==> src/rtl/aam_pkg.sv <==
// Constants, register map and carrier types of the auxiliary converter block.
package aam_pkg;

    ////////////////////////////////////////////////////////////////////////
    localparam int NCH = 3;
    localparam int CH_BAT  = 0;
    localparam int CH_TEMP = 1;
    localparam int CH_EXT  = 2;

    localparam logic [7:0] ADDR_TEMP_RESULT = 8'hd7;
    localparam logic [7:0] ADDR_START_ACK   = 8'hd8;
    localparam logic [7:0] ADDR_BAT_RESULT  = 8'hdf;
    localparam logic [7:0] ADDR_EXT_RESULT  = 8'hef;
    localparam logic [7:0] ADDR_DELTA_CFG   = 8'hf3;
    localparam logic [7:0] ADDR_PERIPHERAL_CONFIG_REGISTER_CFG  = 8'hf4;
    localparam logic [7:0] ADDR_IRQ_STATUS  = 8'hf5;
    localparam logic [7:0] ADDR_IRQ_MASK    = 8'hf6;
    localparam logic [7:0] ADDR_STROBE_CFG  = 8'hf9;
    localparam logic [7:0] ADDR_BAT_THRESH  = 8'hfa;

    localparam logic [7:0] RESET_BYTE = 8'h00;

    ////////////////////////////////////////////////////////////////////////
    // Start register layout: bits 0..2 are request bits indexed by channel.
    localparam int START_ACK_BIT = 7;
    localparam logic [7:0] START_GO_MASK = 8'h07;

    // Delta configuration layout.
    localparam int TEMP_DELTA_HI = 5;
    localparam int TEMP_DELTA_LO = 3;
    localparam int EXT_DELTA_HI  = 2;
    localparam int EXT_DELTA_LO  = 0;
    localparam logic [7:0] DELTA_CFG_MASK = 8'h3f;
    localparam logic [2:0] DELTA_OFF   = 3'h0;
    localparam logic [2:0] DELTA_EVERY = 3'h7;

    // Strobe interval layout.
    localparam int EXT_IVL_LO  = 4;
    localparam int BAT_IVL_LO  = 2;
    localparam int TEMP_IVL_LO = 0;
    localparam logic [7:0] STROBE_CFG_MASK = 8'h3f;
    localparam logic [1:0] IVL_OFF = 2'h0;
    localparam logic [1:0] IVL_SLOW = 2'h1;
    localparam logic [1:0] IVL_MID  = 2'h2;

    localparam logic [4:0] BAT_MIN_SLOW  = 5'h10;
    localparam logic [4:0] BAT_MIN_MID   = 5'h04;
    localparam logic [4:0] ANY_MIN_FAST  = 5'h01;
    localparam logic [4:0] OTH_MIN_SLOW  = 5'h08;
    localparam logic [4:0] OTH_MIN_MID   = 5'h02;

    // Peripheral configuration and interrupt layouts.
    localparam int LOCK_FAULT_BIT = 0;
    localparam int IRQ_LOCK_BIT   = 3;
    localparam logic [7:0] IRQ_MASK_BITS = 8'h0f;

    ////////////////////////////////////////////////////////////////////////
    localparam longint unsigned CLK_HZ    = 100_000_000;
    localparam longint unsigned MINUTE_S  = 60;
    localparam longint unsigned MINUTE_CYCLES_DEF = MINUTE_S * CLK_HZ;

    typedef struct packed {
        logic       ack;
        logic       done;
        logic [7:0] data;
    } aam_conv_rsp_s;

endpackage

==> src/rtl/aam_measure_ctrl.sv <==
// Start, threshold, result and interrupt logic for three auxiliary converters.
//
// Function
// - thermal delta field bits 5:3, 000 off, 111 always.
// - external delta field, same encoding as thermal.
// - bit 2 requests external conversion, self-clears.
// - bit 1 requests temperature conversion, self-clears.
// - bit 0 requests battery conversion, self-clears.
// - start bit 7 clears the lock fault.
// - lock fault set on lock-loss reset, sticky.
// - battery below threshold raises interrupt.
// - result registers load only on interrupt or on a software write.
// - background temperature and external results interrupt when change exceeds threshold.
// - single conversions always interrupt and load.
// - battery interval off, 16, 4, 1 minutes.
// - external interval off, 8, 2, 1 minutes.
//
// The plain strobed port was decided locally.
`timescale 1ns/1ps

module aam_measure_ctrl
    import aam_pkg::*;
#(
    parameter logic [39:0] MINUTE_CYCLES = 40'(MINUTE_CYCLES_DEF)
) (
    input  wire logic                    clk,
    input  wire logic                    reset_n,
    input  wire logic [7:0]              addr,
    input  wire logic [7:0]              wdata,
    input  wire logic                    wr,
    input  wire logic                    rd,
    output logic      [7:0]              rdata,
    output logic                         irq,
    output logic      [NCH-1:0]          conv_req,
    input  wire aam_conv_rsp_s [NCH-1:0] conv_rsp,
    input  wire logic                    lock_loss_reset
);

    ////////////////////////////////////////////////////////////////////////
    logic [7:0]     delta_cfg;
    logic [7:0]     strobe_cfg;
    logic [7:0]     bat_thresh;
    logic [7:0]     irq_status;
    logic [7:0]     irq_mask;
    logic [7:0]     result [NCH];
    logic [NCH-1:0] go_pending;
    logic [NCH-1:0] single_run;
    logic [NCH-1:0] conv_event;
    logic [NCH-1:0] bg_fire;
    logic           lock_fault;
    logic           lock_sync1;
    logic           lock_sync2;
    logic [39:0]    minute_cnt;
    logic           minute_tick;

    logic wr_start;
    logic wr_delta;
    logic wr_strobe;
    logic wr_thresh;
    logic wr_status;
    logic wr_mask;

    // Each write strobe except the result writes is decoded once here; an address outside the map
    // matches none of them, so a stray write leaves every control bit alone.
    assign wr_start  = wr && (addr == ADDR_START_ACK);
    assign wr_delta  = wr && (addr == ADDR_DELTA_CFG);
    assign wr_strobe = wr && (addr == ADDR_STROBE_CFG);
    assign wr_thresh = wr && (addr == ADDR_BAT_THRESH);
    assign wr_status = wr && (addr == ADDR_IRQ_STATUS);
    assign wr_mask   = wr && (addr == ADDR_IRQ_MASK);

    ////////////////////////////////////////////////////////////////////////
    // Configuration registers. Reserved bits are masked on write. The
    // battery threshold has no reserved bits and is stored as written.
    always_ff @(posedge clk) begin
        if (!reset_n) begin
            delta_cfg  <= RESET_BYTE;
            strobe_cfg <= RESET_BYTE;
            bat_thresh <= RESET_BYTE;
            irq_mask   <= RESET_BYTE;
        end else begin
            if (wr_delta) begin
                delta_cfg <= wdata & DELTA_CFG_MASK;
            end
            if (wr_strobe) begin
                strobe_cfg <= wdata & STROBE_CFG_MASK;
            end
            if (wr_thresh) begin
                bat_thresh <= wdata;
            end
            if (wr_mask) begin
                irq_mask <= wdata & IRQ_MASK_BITS;
            end
        end
    end

    ////////////////////////////////////////////////////////////////////////
    // Lock-loss indication arrives from the reset controller, off this
    // clock, so it is synchronised before use.
    always_ff @(posedge clk) begin
        if (!reset_n) begin
            lock_sync1 <= 1'b0;
            lock_sync2 <= 1'b0;
        end else begin
            lock_sync1 <= lock_loss_reset;
            lock_sync2 <= lock_sync1;
        end
    end

    // The fault stays set for as long as the synchronised indication is
    // high, so an acknowledge only sticks once the reset controller has
    // let go of it. A new fault in the cycle of the acknowledge still wins.
    always_ff @(posedge clk) begin
        if (!reset_n) begin
            lock_fault <= 1'b0;
        end else if (lock_sync2) begin
            lock_fault <= 1'b1;
        end else if (wr_start && wdata[START_ACK_BIT]) begin
            lock_fault <= 1'b0;
        end
    end

    ////////////////////////////////////////////////////////////////////////
    // Shared minute prescaler for the background strobes. One counter for
    // all channels saves area; the price is that every channel's period is
    // aligned to the same minute boundary, so the first background request
    // after enabling an interval may come up to one minute early.
    always_ff @(posedge clk) begin
        if (!reset_n) begin
            minute_cnt  <= '0;
            minute_tick <= 1'b0;
        end else if (minute_cnt >= MINUTE_CYCLES - 40'h1) begin
            minute_cnt  <= '0;
            minute_tick <= 1'b1;
        end else begin
            minute_cnt  <= minute_cnt + 40'h1;
            minute_tick <= 1'b0;
        end
    end

    function automatic logic [1:0] ivl_code(input int ch,
                                            input logic [7:0] cfg);
        logic [1:0] c;
        c = cfg[TEMP_IVL_LO +: 2];
        if (ch == CH_BAT) begin
            c = cfg[BAT_IVL_LO +: 2];
        end else if (ch == CH_EXT) begin
            c = cfg[EXT_IVL_LO +: 2];
        end
        return c;
    endfunction

    function automatic logic [4:0] ivl_minutes(input int ch,
                                               input logic [1:0] code);
        logic [4:0] m;
        m = ANY_MIN_FAST;
        if (code == IVL_SLOW) begin
            m = (ch == CH_BAT) ? BAT_MIN_SLOW : OTH_MIN_SLOW;
        end else if (code == IVL_MID) begin
            m = (ch == CH_BAT) ? BAT_MIN_MID : OTH_MIN_MID;
        end
        return m;
    endfunction

    // Address at which software may overwrite each channel's result.
    function automatic logic [7:0] result_addr(input int ch);
        logic [7:0] a;
        a = ADDR_TEMP_RESULT;
        if (ch == CH_BAT) begin
            a = ADDR_BAT_RESULT;
        end else if (ch == CH_EXT) begin
            a = ADDR_EXT_RESULT;
        end
        return a;
    endfunction

    ////////////////////////////////////////////////////////////////////////
    // Per-channel request, strobe and event logic. The converter takes a
    // request with a one-cycle ack and later returns its sample with a
    // one-cycle done; only one conversion per channel is in flight, so a
    // background strobe that lands while a request pends is merged into it.
    genvar g;
    generate
        for (g = 0; g < NCH; g++) begin : g_ch
            logic [4:0] min_count;
            logic [1:0] code;
            logic [4:0] period;
            logic [7:0] sample;
            logic [7:0] last;
            logic [7:0] diff;
            logic [2:0] sel;
            logic       bg_hit;
            logic       set_go;

            assign code   = ivl_code(g, strobe_cfg);
            assign period = ivl_minutes(g, code);
            assign set_go = wr_start && wdata[g];

            // A period code of zero holds the counter cleared, so a channel
            // that is switched back on counts a full period of ticks first.
            always_ff @(posedge clk) begin
                if (!reset_n) begin
                    min_count  <= '0;
                    bg_fire[g] <= 1'b0;
                end else if (code == IVL_OFF) begin
                    min_count  <= '0;
                    bg_fire[g] <= 1'b0;
                end else if (minute_tick) begin
                    if (min_count + 5'h1 >= period) begin
                        min_count  <= '0;
                        bg_fire[g] <= 1'b1;
                    end else begin
                        min_count  <= min_count + 5'h1;
                        bg_fire[g] <= 1'b0;
                    end
                end else begin
                    bg_fire[g] <= 1'b0;
                end
            end

            // A write of the request bit in the cycle of an acknowledge
            // starts a fresh request rather than being lost.
            always_ff @(posedge clk) begin
                if (!reset_n) begin
                    go_pending[g] <= 1'b0;
                    conv_req[g]   <= 1'b0;
                    single_run[g] <= 1'b0;
                end else begin
                    if (set_go) begin
                        go_pending[g] <= 1'b1;
                    end else if (conv_rsp[g].ack && conv_req[g]) begin
                        go_pending[g] <= 1'b0;
                    end
                    if (set_go || bg_fire[g]) begin
                        conv_req[g] <= 1'b1;
                    end else if (conv_rsp[g].ack) begin
                        conv_req[g] <= 1'b0;
                    end
                    if (conv_rsp[g].ack && conv_req[g]) begin
                        single_run[g] <= go_pending[g];
                    end
                end
            end

            // The reference for the change test is the result register
            // itself: it holds the last value that raised an event, unless
            // software has overwritten it, in which case the written value
            // becomes the new reference.
            assign sample = conv_rsp[g].data;
            assign last   = result[g];
            assign diff   = (sample > last) ? sample - last : last - sample;
            assign sel    = (g == CH_TEMP) ?
                            delta_cfg[TEMP_DELTA_HI:TEMP_DELTA_LO] :
                            delta_cfg[EXT_DELTA_HI:EXT_DELTA_LO];

            always_comb begin
                bg_hit = 1'b0;
                if (g == CH_BAT) begin
                    bg_hit = sample < bat_thresh;
                end else if (sel == DELTA_EVERY) begin
                    bg_hit = 1'b1;
                end else if (sel != DELTA_OFF) begin
                    bg_hit = diff > {5'h00, sel};
                end
            end

            // Singles interrupt regardless of any threshold.
            assign conv_event[g] = conv_rsp[g].done &&
                                   (single_run[g] || bg_hit);

            always_ff @(posedge clk) begin
                if (!reset_n) begin
                    result[g] <= RESET_BYTE;
                end else if (conv_event[g]) begin
                    result[g] <= sample;
                end else if (wr && addr == result_addr(g)) begin
                    result[g] <= wdata;
                end
            end
        end
    endgenerate

    ////////////////////////////////////////////////////////////////////////
    // Sticky interrupt status, write one to clear; a new event wins.
    // The lock-loss bit follows the synchronised level, so it re-arms each
    // cycle the indication is high and cannot be cleared until it drops.
    logic [7:0] events;
    logic [7:0] next_status;

    assign events = {4'h0, lock_sync2, conv_event};

    always_comb begin
        next_status = irq_status;
        if (wr_status) begin
            next_status = next_status & ~wdata;
        end
        next_status = (next_status | events) & IRQ_MASK_BITS;
    end

    // The interrupt is registered from the next status value so that it
    // rises in the same cycle as the status bit; a mask write takes effect
    // one cycle later because the old mask is still used here.
    always_ff @(posedge clk) begin
        if (!reset_n) begin
            irq_status <= RESET_BYTE;
            irq       <= 1'b0;
        end else begin
            irq_status <= next_status;
            irq        <= |(next_status & irq_mask);
        end
    end

    ////////////////////////////////////////////////////////////////////////
    // Read data stands for one cycle only; unmapped addresses read zero.
    // The acknowledge bit of the start register is write-only and reads
    // zero, while the request bits show a conversion still waiting for ack.
    logic [7:0] next_rdata;

    always_comb begin
        next_rdata = RESET_BYTE;
        unique case (addr)
            ADDR_TEMP_RESULT: next_rdata = result[CH_TEMP];
            ADDR_BAT_RESULT:  next_rdata = result[CH_BAT];
            ADDR_EXT_RESULT:  next_rdata = result[CH_EXT];
            ADDR_START_ACK:   next_rdata = {5'h00, go_pending};
            ADDR_DELTA_CFG:   next_rdata = delta_cfg;
            ADDR_STROBE_CFG:  next_rdata = strobe_cfg;
            ADDR_BAT_THRESH:  next_rdata = bat_thresh;
            ADDR_PERIPHERAL_CONFIG_REGISTER_CFG:  next_rdata = {7'h00, lock_fault};
            ADDR_IRQ_STATUS:  next_rdata = irq_status;
            ADDR_IRQ_MASK:    next_rdata = irq_mask;
            default:          next_rdata = RESET_BYTE;
        endcase
    end

    always_ff @(posedge clk) begin
        if (!reset_n) begin
            rdata <= RESET_BYTE;
        end else if (rd) begin
            rdata <= next_rdata;
        end else begin
            rdata <= RESET_BYTE;
        end
    end

endmodule

==> config.mk <==
export PLATFORM = sky130hd
export DESIGN_NAME = aam_measure_ctrl
export DESIGN_NICKNAME = d
export VERILOG_FILES = /design/src/rtl/aam_pkg.sv /design/src/rtl/aam_measure_ctrl.sv
export SDC_FILE = /design/constraint.sdc
export NUM_CORES = 1
export LEC_CHECK = 0
export BUFFER_PORTS_ARGS = -buffer_cell sky130_fd_sc_hd__buf_2
export CAP_MARGIN = 20
export CORE_MARGIN = 2
export CORE_UTILIZATION = 55
export DETAILED_ROUTE_END_ITERATION = 10
export PLACE_DENSITY_LB_ADDON = 0.2
export REMOVE_ABC_BUFFERS = 1
export SETUP_SLACK_MARGIN = 0.02
export SLEW_MARGIN = 0
export SYNTH_ARGS = -nofsm -noshare
export SYNTH_HDL_FRONTEND = slang
export SYNTH_SLANG_ARGS = --single-unit
export TNS_END_PERCENT = 1
==> constraint.sdc <==
create_clock -name clk -period 6.55 [get_ports clk]
set_input_delay 1.965 -clock clk [delete_from_list [all_inputs] [get_ports clk]]
set_output_delay 1.965 -clock clk [all_outputs]
set_load 0.02 [all_outputs]
==> results of run 1 <==
[Yosys cell counts (all sizes together), types with 9 or more instances]
cell type	instances	share of area, %
dfxtp	108	27
nand2	99	4.6
inv	89	4.1
a21oi	79	4.9
nor2	71	3.4
ha	65	10
nand3	65	4.1
xor2	31	3.4
o21ai	28	1.8
edfxtp	24	8.9
clkbuf	19	1.1
buf	17	1.4
xnor2	17	1.8
mux2i	16	2.0
a22o	14	1.5
nand4	14	1.1
a31oi	13	1.2
nor3	13	1.0
and3	12	0.94
nor4	10	0.77
o22ai	10	0.77
a211oi	9	0.90
and2	9	0.73
nand2b	9	0.70
[critical path, cell delays in order]
cell	delay [ps]
buf_2	100
inv_1	50
ha_1	430
nand3_1	130
a21boi_0	210
o21ai_0	100
a21oi_1	370
mux2_2	390
ha_1	290
a211oi_1	260
o21ai_0	170
nor4_1	330
nand4_1	170
nand4_1	140
buf_4	210
nand3b_1	330
[state kept, by name, summed over array words and instances (netlist names), 6 cells and up]
signal,count
bat_thresh,8
delta_cfg,6
g_ch.min_count,15
minute_cnt,40
rdata,8
result,24
strobe_cfg,6
[logic make-up after synthesis]
kind of cell / count (synthesis)
adder cells (fa/ha/maj): 69
XOR/XNOR: 48
AND/OR/NAND/NOR: 345
flip-flops: 132
buffers and inverters: 128
other: 1
multiplexers: 18
AO/OA/AOI/OAI: 207
[power breakdown]
group | total (uW) | internal, uW | switching [uW]
sequential | 847 | 838 | 9.47
clock | 982 | 624 | 358
combinational | 210 | 79.6 | 130
[routing by layer]
| layer | wire length [um] | part of all wire (%) |
|---|---|---|
| met2 | 9510 | 47 |
| met4 | 480 | 2.4 |
| met1 | 8760 | 43 |
| met3 | 1620 | 7.9 |
| met5 | 0 | 0 |
[through the flow]
| step | instance area, um^2 | std cells | hold WS, ps | setup slack [ps] |
|---|---|---|---|---|
| finish | 9080 | 1198 | 459 | 963 |
| floorplan | 7860 | 915 | 412 | 1120 |
| CTS | 9080 | 1198 | 463 | 1060 |
| global route | 9080 | 1198 | 490 | 687 |
| detailed placement | 8450 | 1166 | 453 | 641 |
| global placement | 8450 | 1166 | 445 | 782 |
[how the worst max path moves through the flow]
stage / slack [ps] / end / from / depth (start not counted)
after floorplan: 1120 / result[1][0]$_DFFE_PP_ / conv_rsp[12] / 14
after global placement: 780 / result[2][0]$_SDFFCE_PN0P_ / conv_rsp[20] / 16
after detailed placement: 640 / result[1][5]$_DFFE_PP_ / conv_rsp[13] / 16
after CTS: 1060 / result[1][7]$_DFFE_PP_ / conv_rsp[13] / 16
after global routing: 690 / result[1][7]$_DFFE_PP_ / conv_rsp[13] / 16
final: 960 / result[1][7]$_DFFE_PP_ / conv_rsp[13] / 16
[layout make-up]
type / count / area, um^2 / area share [%]
Inverter: 89 / 334 / 3.68
Multi-Input combinational cell: 694 / 4650 / 51.3
Clock buffer: 25 / 549 / 6.05
Sequential cell: 132 / 2880 / 31.8
Tap cell: 184 / 230 / 2.54
Timing Repair Buffer: 67 / 348 / 3.83
Clock inverter: 7 / 80.1 / 0.882
==> run_results.csv, run 1 <==
group,metric,value,unit
die,rows,44,
sta,skew,7.01,ps
finish,area_growth,12.1,%
synthesis,synthMuxAreaShare,2.26,%
finish,nets,1121,
finish,drive_gt1_share,12.0,%
sta,tns,0,ps
clock_tree,clock-sinks,132,
die,fp.dieW,125,um
worst_setup_path,crit_path_end_kind,"flop",
clock_tree,cts_buffer_depth,2,
routing,wirelength,20.4,mm
grt,overflow,0,
finish,final_util,62.7,%
outcome,status,"completed",
clock_tree,h-tree-depth,4,
clock_tree,cts_buffers,17,
grt,met3_usage,6.25,%
worst_setup_path,arrival,5640,ps
grt,grt_use_met2,42.9,%
clock_tree,hold_buffers,0,
clock_tree,root_buffer,"clkbuf_16",
sta,slew_violations,0,
routing,wl_per_cell,17.0,um
grt,grt_pass1_vias,6623,
hold_path,worstHoldPathType,"flop to flop",
sta,setup_viol,0,
hold_path,timing.hold.worst_endpoint,"single_run[0]$_SDFFE_PN0P_",
worst_setup_path,critical_path.max_fanout,10,
power_and_ir_drop,leakagePower,0.00351,uW
sta,grt_setup_unrepaired,"no",
hold_path,whs_path_depth,2,
power_and_ir_drop,power,2040,uW
power_and_ir_drop,peakVddDrop,0.000191,V
clock_tree,clk_pin_slew,60,ps
finish,final_common_cell,"dfxtp_1",
synthesis,synthArstFlopShare,0,%
worst_setup_path,critPathRequiredTime,6600,ps
die,pin_count,63,
routing,drt_iter0_markers,737,
die,die-height,125,um
synthesis,synthFlopType,"dfxtp_1",
synthesis,netlist_area,8100,um^2
sta,hold_viol,0,
finish,nFillCells,1285,
die,core,14500,um^2
grt,antenna_found_initial,0,
clock_tree,ctsResizeCount,0,
synthesis,synth-edff-count,24,
grt,grt_pass1_wl,33.2,mm
synthesis,synth_top_family_by_area,"simple AND/OR/NAND/NOR gates",
job,cap_violations,0,
synthesis,ys.warnings.count,0,
placed_design,portBuffers,62,
clock_tree,clock_latency,420,ps
synthesis,synth_cells,948,
routing,drt_drc_violations_left,0,
routing,antenna_left,0,
grt,gr-usage-all-layers,26.3,%
worst_setup_path,r2r_end,"result[1][7]$_DFFE_PP_",
die,die_area,15700,um^2
placed_design,gp_congestion,0.931,
hold_path,min_from,"single_run[0]$_SDFFE_PN0P_",
die,initial_core_util,55.9,%
sta,maxSlewHeadroom,32.3,%
synthesis,synth_xor_area_share,5.19,%
finish,final_cell_mix,"dfxtp_1, nand2_1, inv_1, a21oi_1, nor2_1",
clock_tree,cts_tree,"done",
placed_design,dp_hpwl,14.7,mm
synthesis,synthAdderAreaFrac,11.0,%
clock_tree,cts_setup_buffers,0,
synthesis,synth_compound_area_share,17.2,%
grt,top_usage_layer,"met2",
grt,grt_max_degree,35,
synthesis,synthSimpleGateAreaFrac,21.4,%
worst_setup_path,start_kind,"input pin",
routing,vias,7091,
power_and_ir_drop,p_per_area,225,nW/um^2
finish,diodes,0,
worst_setup_path,timing.reg2reg.setup_slack,2140,ps
synthesis,yosys_register_bits,132,
grt,use_met1,34.6,%
worst_setup_path,worstReg2RegStart,"result[1][2]$_DFFE_PP_",
sta,worst_pin_slew,1010,ps
worst_setup_path,critPathKind,"input pin to flop",
routing,drt_first_pass_iters,6,
sta,min_period_over_period,85.3,%
worst_setup_path,reg2regPathDepth,14,
routing,viasPerCell,5.92,
sta,max_freq,0.179,GHz
synthesis,ys_types,77,
synthesis,ys_seq_area_share,35.6,%
sta,period_needed,5590,ps
synthesis,avgSynthCellArea,8.54,um^2
Note: power is estimated with default switching activity, not from simulation.
==> run 2: changes to the inputs <==
--- a/config.mk
+++ b/config.mk
@@ -8,9 +8,9 @@
 export BUFFER_PORTS_ARGS = -buffer_cell sky130_fd_sc_hd__buf_2
 export CAP_MARGIN = 20
 export CORE_MARGIN = 2
-export CORE_UTILIZATION = 55
+export CORE_UTILIZATION = 61
 export DETAILED_ROUTE_END_ITERATION = 10
-export PLACE_DENSITY_LB_ADDON = 0.2
+export PLACE_DENSITY = 0.83
 export REMOVE_ABC_BUFFERS = 1
 export SETUP_SLACK_MARGIN = 0.02
 export SLEW_MARGIN = 0
==> run 2 against run 1 <==
Cell count fell by 0.75%. Highest routed layer unchanged. First-iteration DRC count rose by 45%. Critical path depth rose by 1. Sequential share of layout area rose by 0.34 points. Flip-flop and latch count did not move. Sequential power barely moved. Via count rose by 2.7%. Clock skew rose by 1.9 ps. Core utilization rose by 6.0 points. Die area fell by 9.5%. Final area fell by 1.0%. Critical path type unchanged.
==> run_results.csv, run 2 (synthesis results as in run 1) <==
group,metric,value,unit
outcome,status,"completed",
finish,final_common_cell,"dfxtp_1",
sta,grt_setup_unrepaired,"no",
finish,seqCellArea,2880,um^2
sta,worst_pin_slew,995,ps
clock_tree,clk_pin_slew,60,ps
finish,final_util,68.6,%
power_and_ir_drop,leakagePower,0.00348,uW
grt,antenna_found_initial,0,
routing,drt_drc_violations_left,0,
clock_tree,hold_buffers,0,
clock_tree,cts_setup_buffers,0,
sta,max_freq,0.180,GHz
clock_tree,ctsResizeCount,0,
die,die-height,119,um
finish,largest_reg_flops,40,
grt,grt_pass1_wl,33.4,mm
placed_design,portBuffers,62,
routing,drt_first_pass_iters,6,
clock_tree,cts_tree,"done",
sta,slew_violations,0,
sta,hold_viol,0,
finish,area_growth,10.9,%
die,initial_core_util,61.9,%
hold_path,whs_path_depth,1,
finish,final_cell_mix,"dfxtp_1, nand2_1, inv_1, a21oi_1, nor2_1",
die,core,13100,um^2
worst_setup_path,arrival,5670,ps
sta,maxSlewHeadroom,33.2,%
die,die_area,14200,um^2
finish,regMostFlops,"minute_cnt",
routing,wl_per_cell,17.3,um
sta,tns,0,ps
clock_tree,h-tree-depth,4,
routing,drt_iter0_markers,1067,
grt,grt_max_degree,35,
worst_setup_path,critical_path.max_fanout,8,
worst_setup_path,critPathRequiredTime,6670,ps
hold_path,worstHoldPathType,"flop to flop",
routing,wirelength,20.5,mm
grt,gr-usage-all-layers,29.6,%
die,rows,42,
finish,drive_gt1_share,11.9,%
finish,nets,1121,
placed_design,dp_hpwl,14.5,mm
grt,overflow,0,
job,cap_violations,0,
finish,nFillCells,1008,
routing,antenna_left,0,
sta,setup_viol,0,
die,pin_count,63,
routing,viasPerCell,6.13,
grt,grt_pass1_vias,6788,
finish,diodes,0,
worst_setup_path,crit_path_end_kind,"flop",
clock_tree,cts_buffers,17,
power_and_ir_drop,p_per_area,215,nW/um^2
worst_setup_path,reg2regPathDepth,13,
worst_setup_path,critPathKind,"input pin to flop",
sta,skew,8.94,ps
sta,whs,443,ps
clock_tree,root_buffer,"clkbuf_16",
sta,period_needed,5550,ps
power_and_ir_drop,peakVddDrop,0.000194,V
finish,reg_top3,"minute_cnt (40), result (24), g_ch.min_count (15)",
worst_setup_path,start_kind,"input pin",
clock_tree,clock-sinks,132,
routing,vias,7283,
sta,min_period_over_period,84.8,%
die,fp.dieW,119,um
finish,multi_input_area,4650,um^2
placed_design,gp_congestion,1.02,
clock_tree,cts_buffer_depth,2,
clock_tree,clock_latency,420,ps
run 2: cell count changes in the layout (fill, tap and decap cells not counted), sizes merged:
cell      change
bufinv        -1
clkbuf        -4
clkinv        +2
inv           +3
clkinvlp      -1
run 2: final cells by class:
| class | count | area share, % |
|---|---|---|
| multi-input cells | 694 | 51.8 |
| flip-flops and latches | 132 | 32.1 |
| clock buffers | 21 | 5.25 |
| repair buffers | 67 | 3.87 |
| inverters | 89 | 3.72 |
| well taps | 176 | 2.45 |
| clock inverters | 10 | 0.808 |
run 2: stage by stage:
step | setup WS [ps] | power [uW] | area [um^2] | std cells
4_1_cts | 1030 | 1930 | 8970 | 1188
6_report | 995 | 1940 | 8980 | 1189
2_1_floorplan | 1120 | 993 | 7860 | 915
3_5_place_dp | 681 | 1070 | 8430 | 1157
5_1_grt | 661 | 1990 | 8980 | 1189
3_3_place_gp | 806 | 1060 | 8430 | 1157
run 2: path summary, 6_finish.rpt:
kind,from,endpoint,slack [ps]
max,conv_rsp[20],result[2][7]$_SDFFCE_PN0P_,1000
min,lock_sync1$_SDFF_PN0_,lock_sync2$_SDFF_PN0_,440
max reg2reg,result[2][4]$_SDFFCE_PN0P_,result[2][7]$_SDFFCE_PN0P_,2240
min reg2reg,lock_sync1$_SDFF_PN0_,lock_sync2$_SDFF_PN0_,440
run 2: per-layer routing:
| metal | part of all wire (%) | wire length (um) | global-route usage [%] |
|---|---|---|---|
| met3 | 9.3 | 1900 | 5.27 |
| met4 | 3.9 | 799 | 14.0 |
| met2 | 47 | 9550 | 48.3 |
| met5 | 0 | 0 | 0 |
| met1 | 40 | 8260 | 38.0 |
run 2: report_power, final:
group / internal (uW) / switching, uW / leakage [uW]
combinational: 80.1 / 131 / 0.00209
sequential: 838 / 9.70 / 0.00112
clock: 516 / 360 / 0.000270
total: 1430 / 501 / 0.00348
run 2: critical path, cell delays in order:
cell,delay [ps]
buf_2,110
inv_1,70
ha_1,140
inv_1,60
fa_1,420
a211oi_2,240
nor2_2,100
a31oi_4,200
nor2_1,100
mux2_2,280
ha_1,290
a211oi_1,270
o21ai_0,150
nor4_1,450
and2_4,240
o31ai_1,80
a221o_1,520
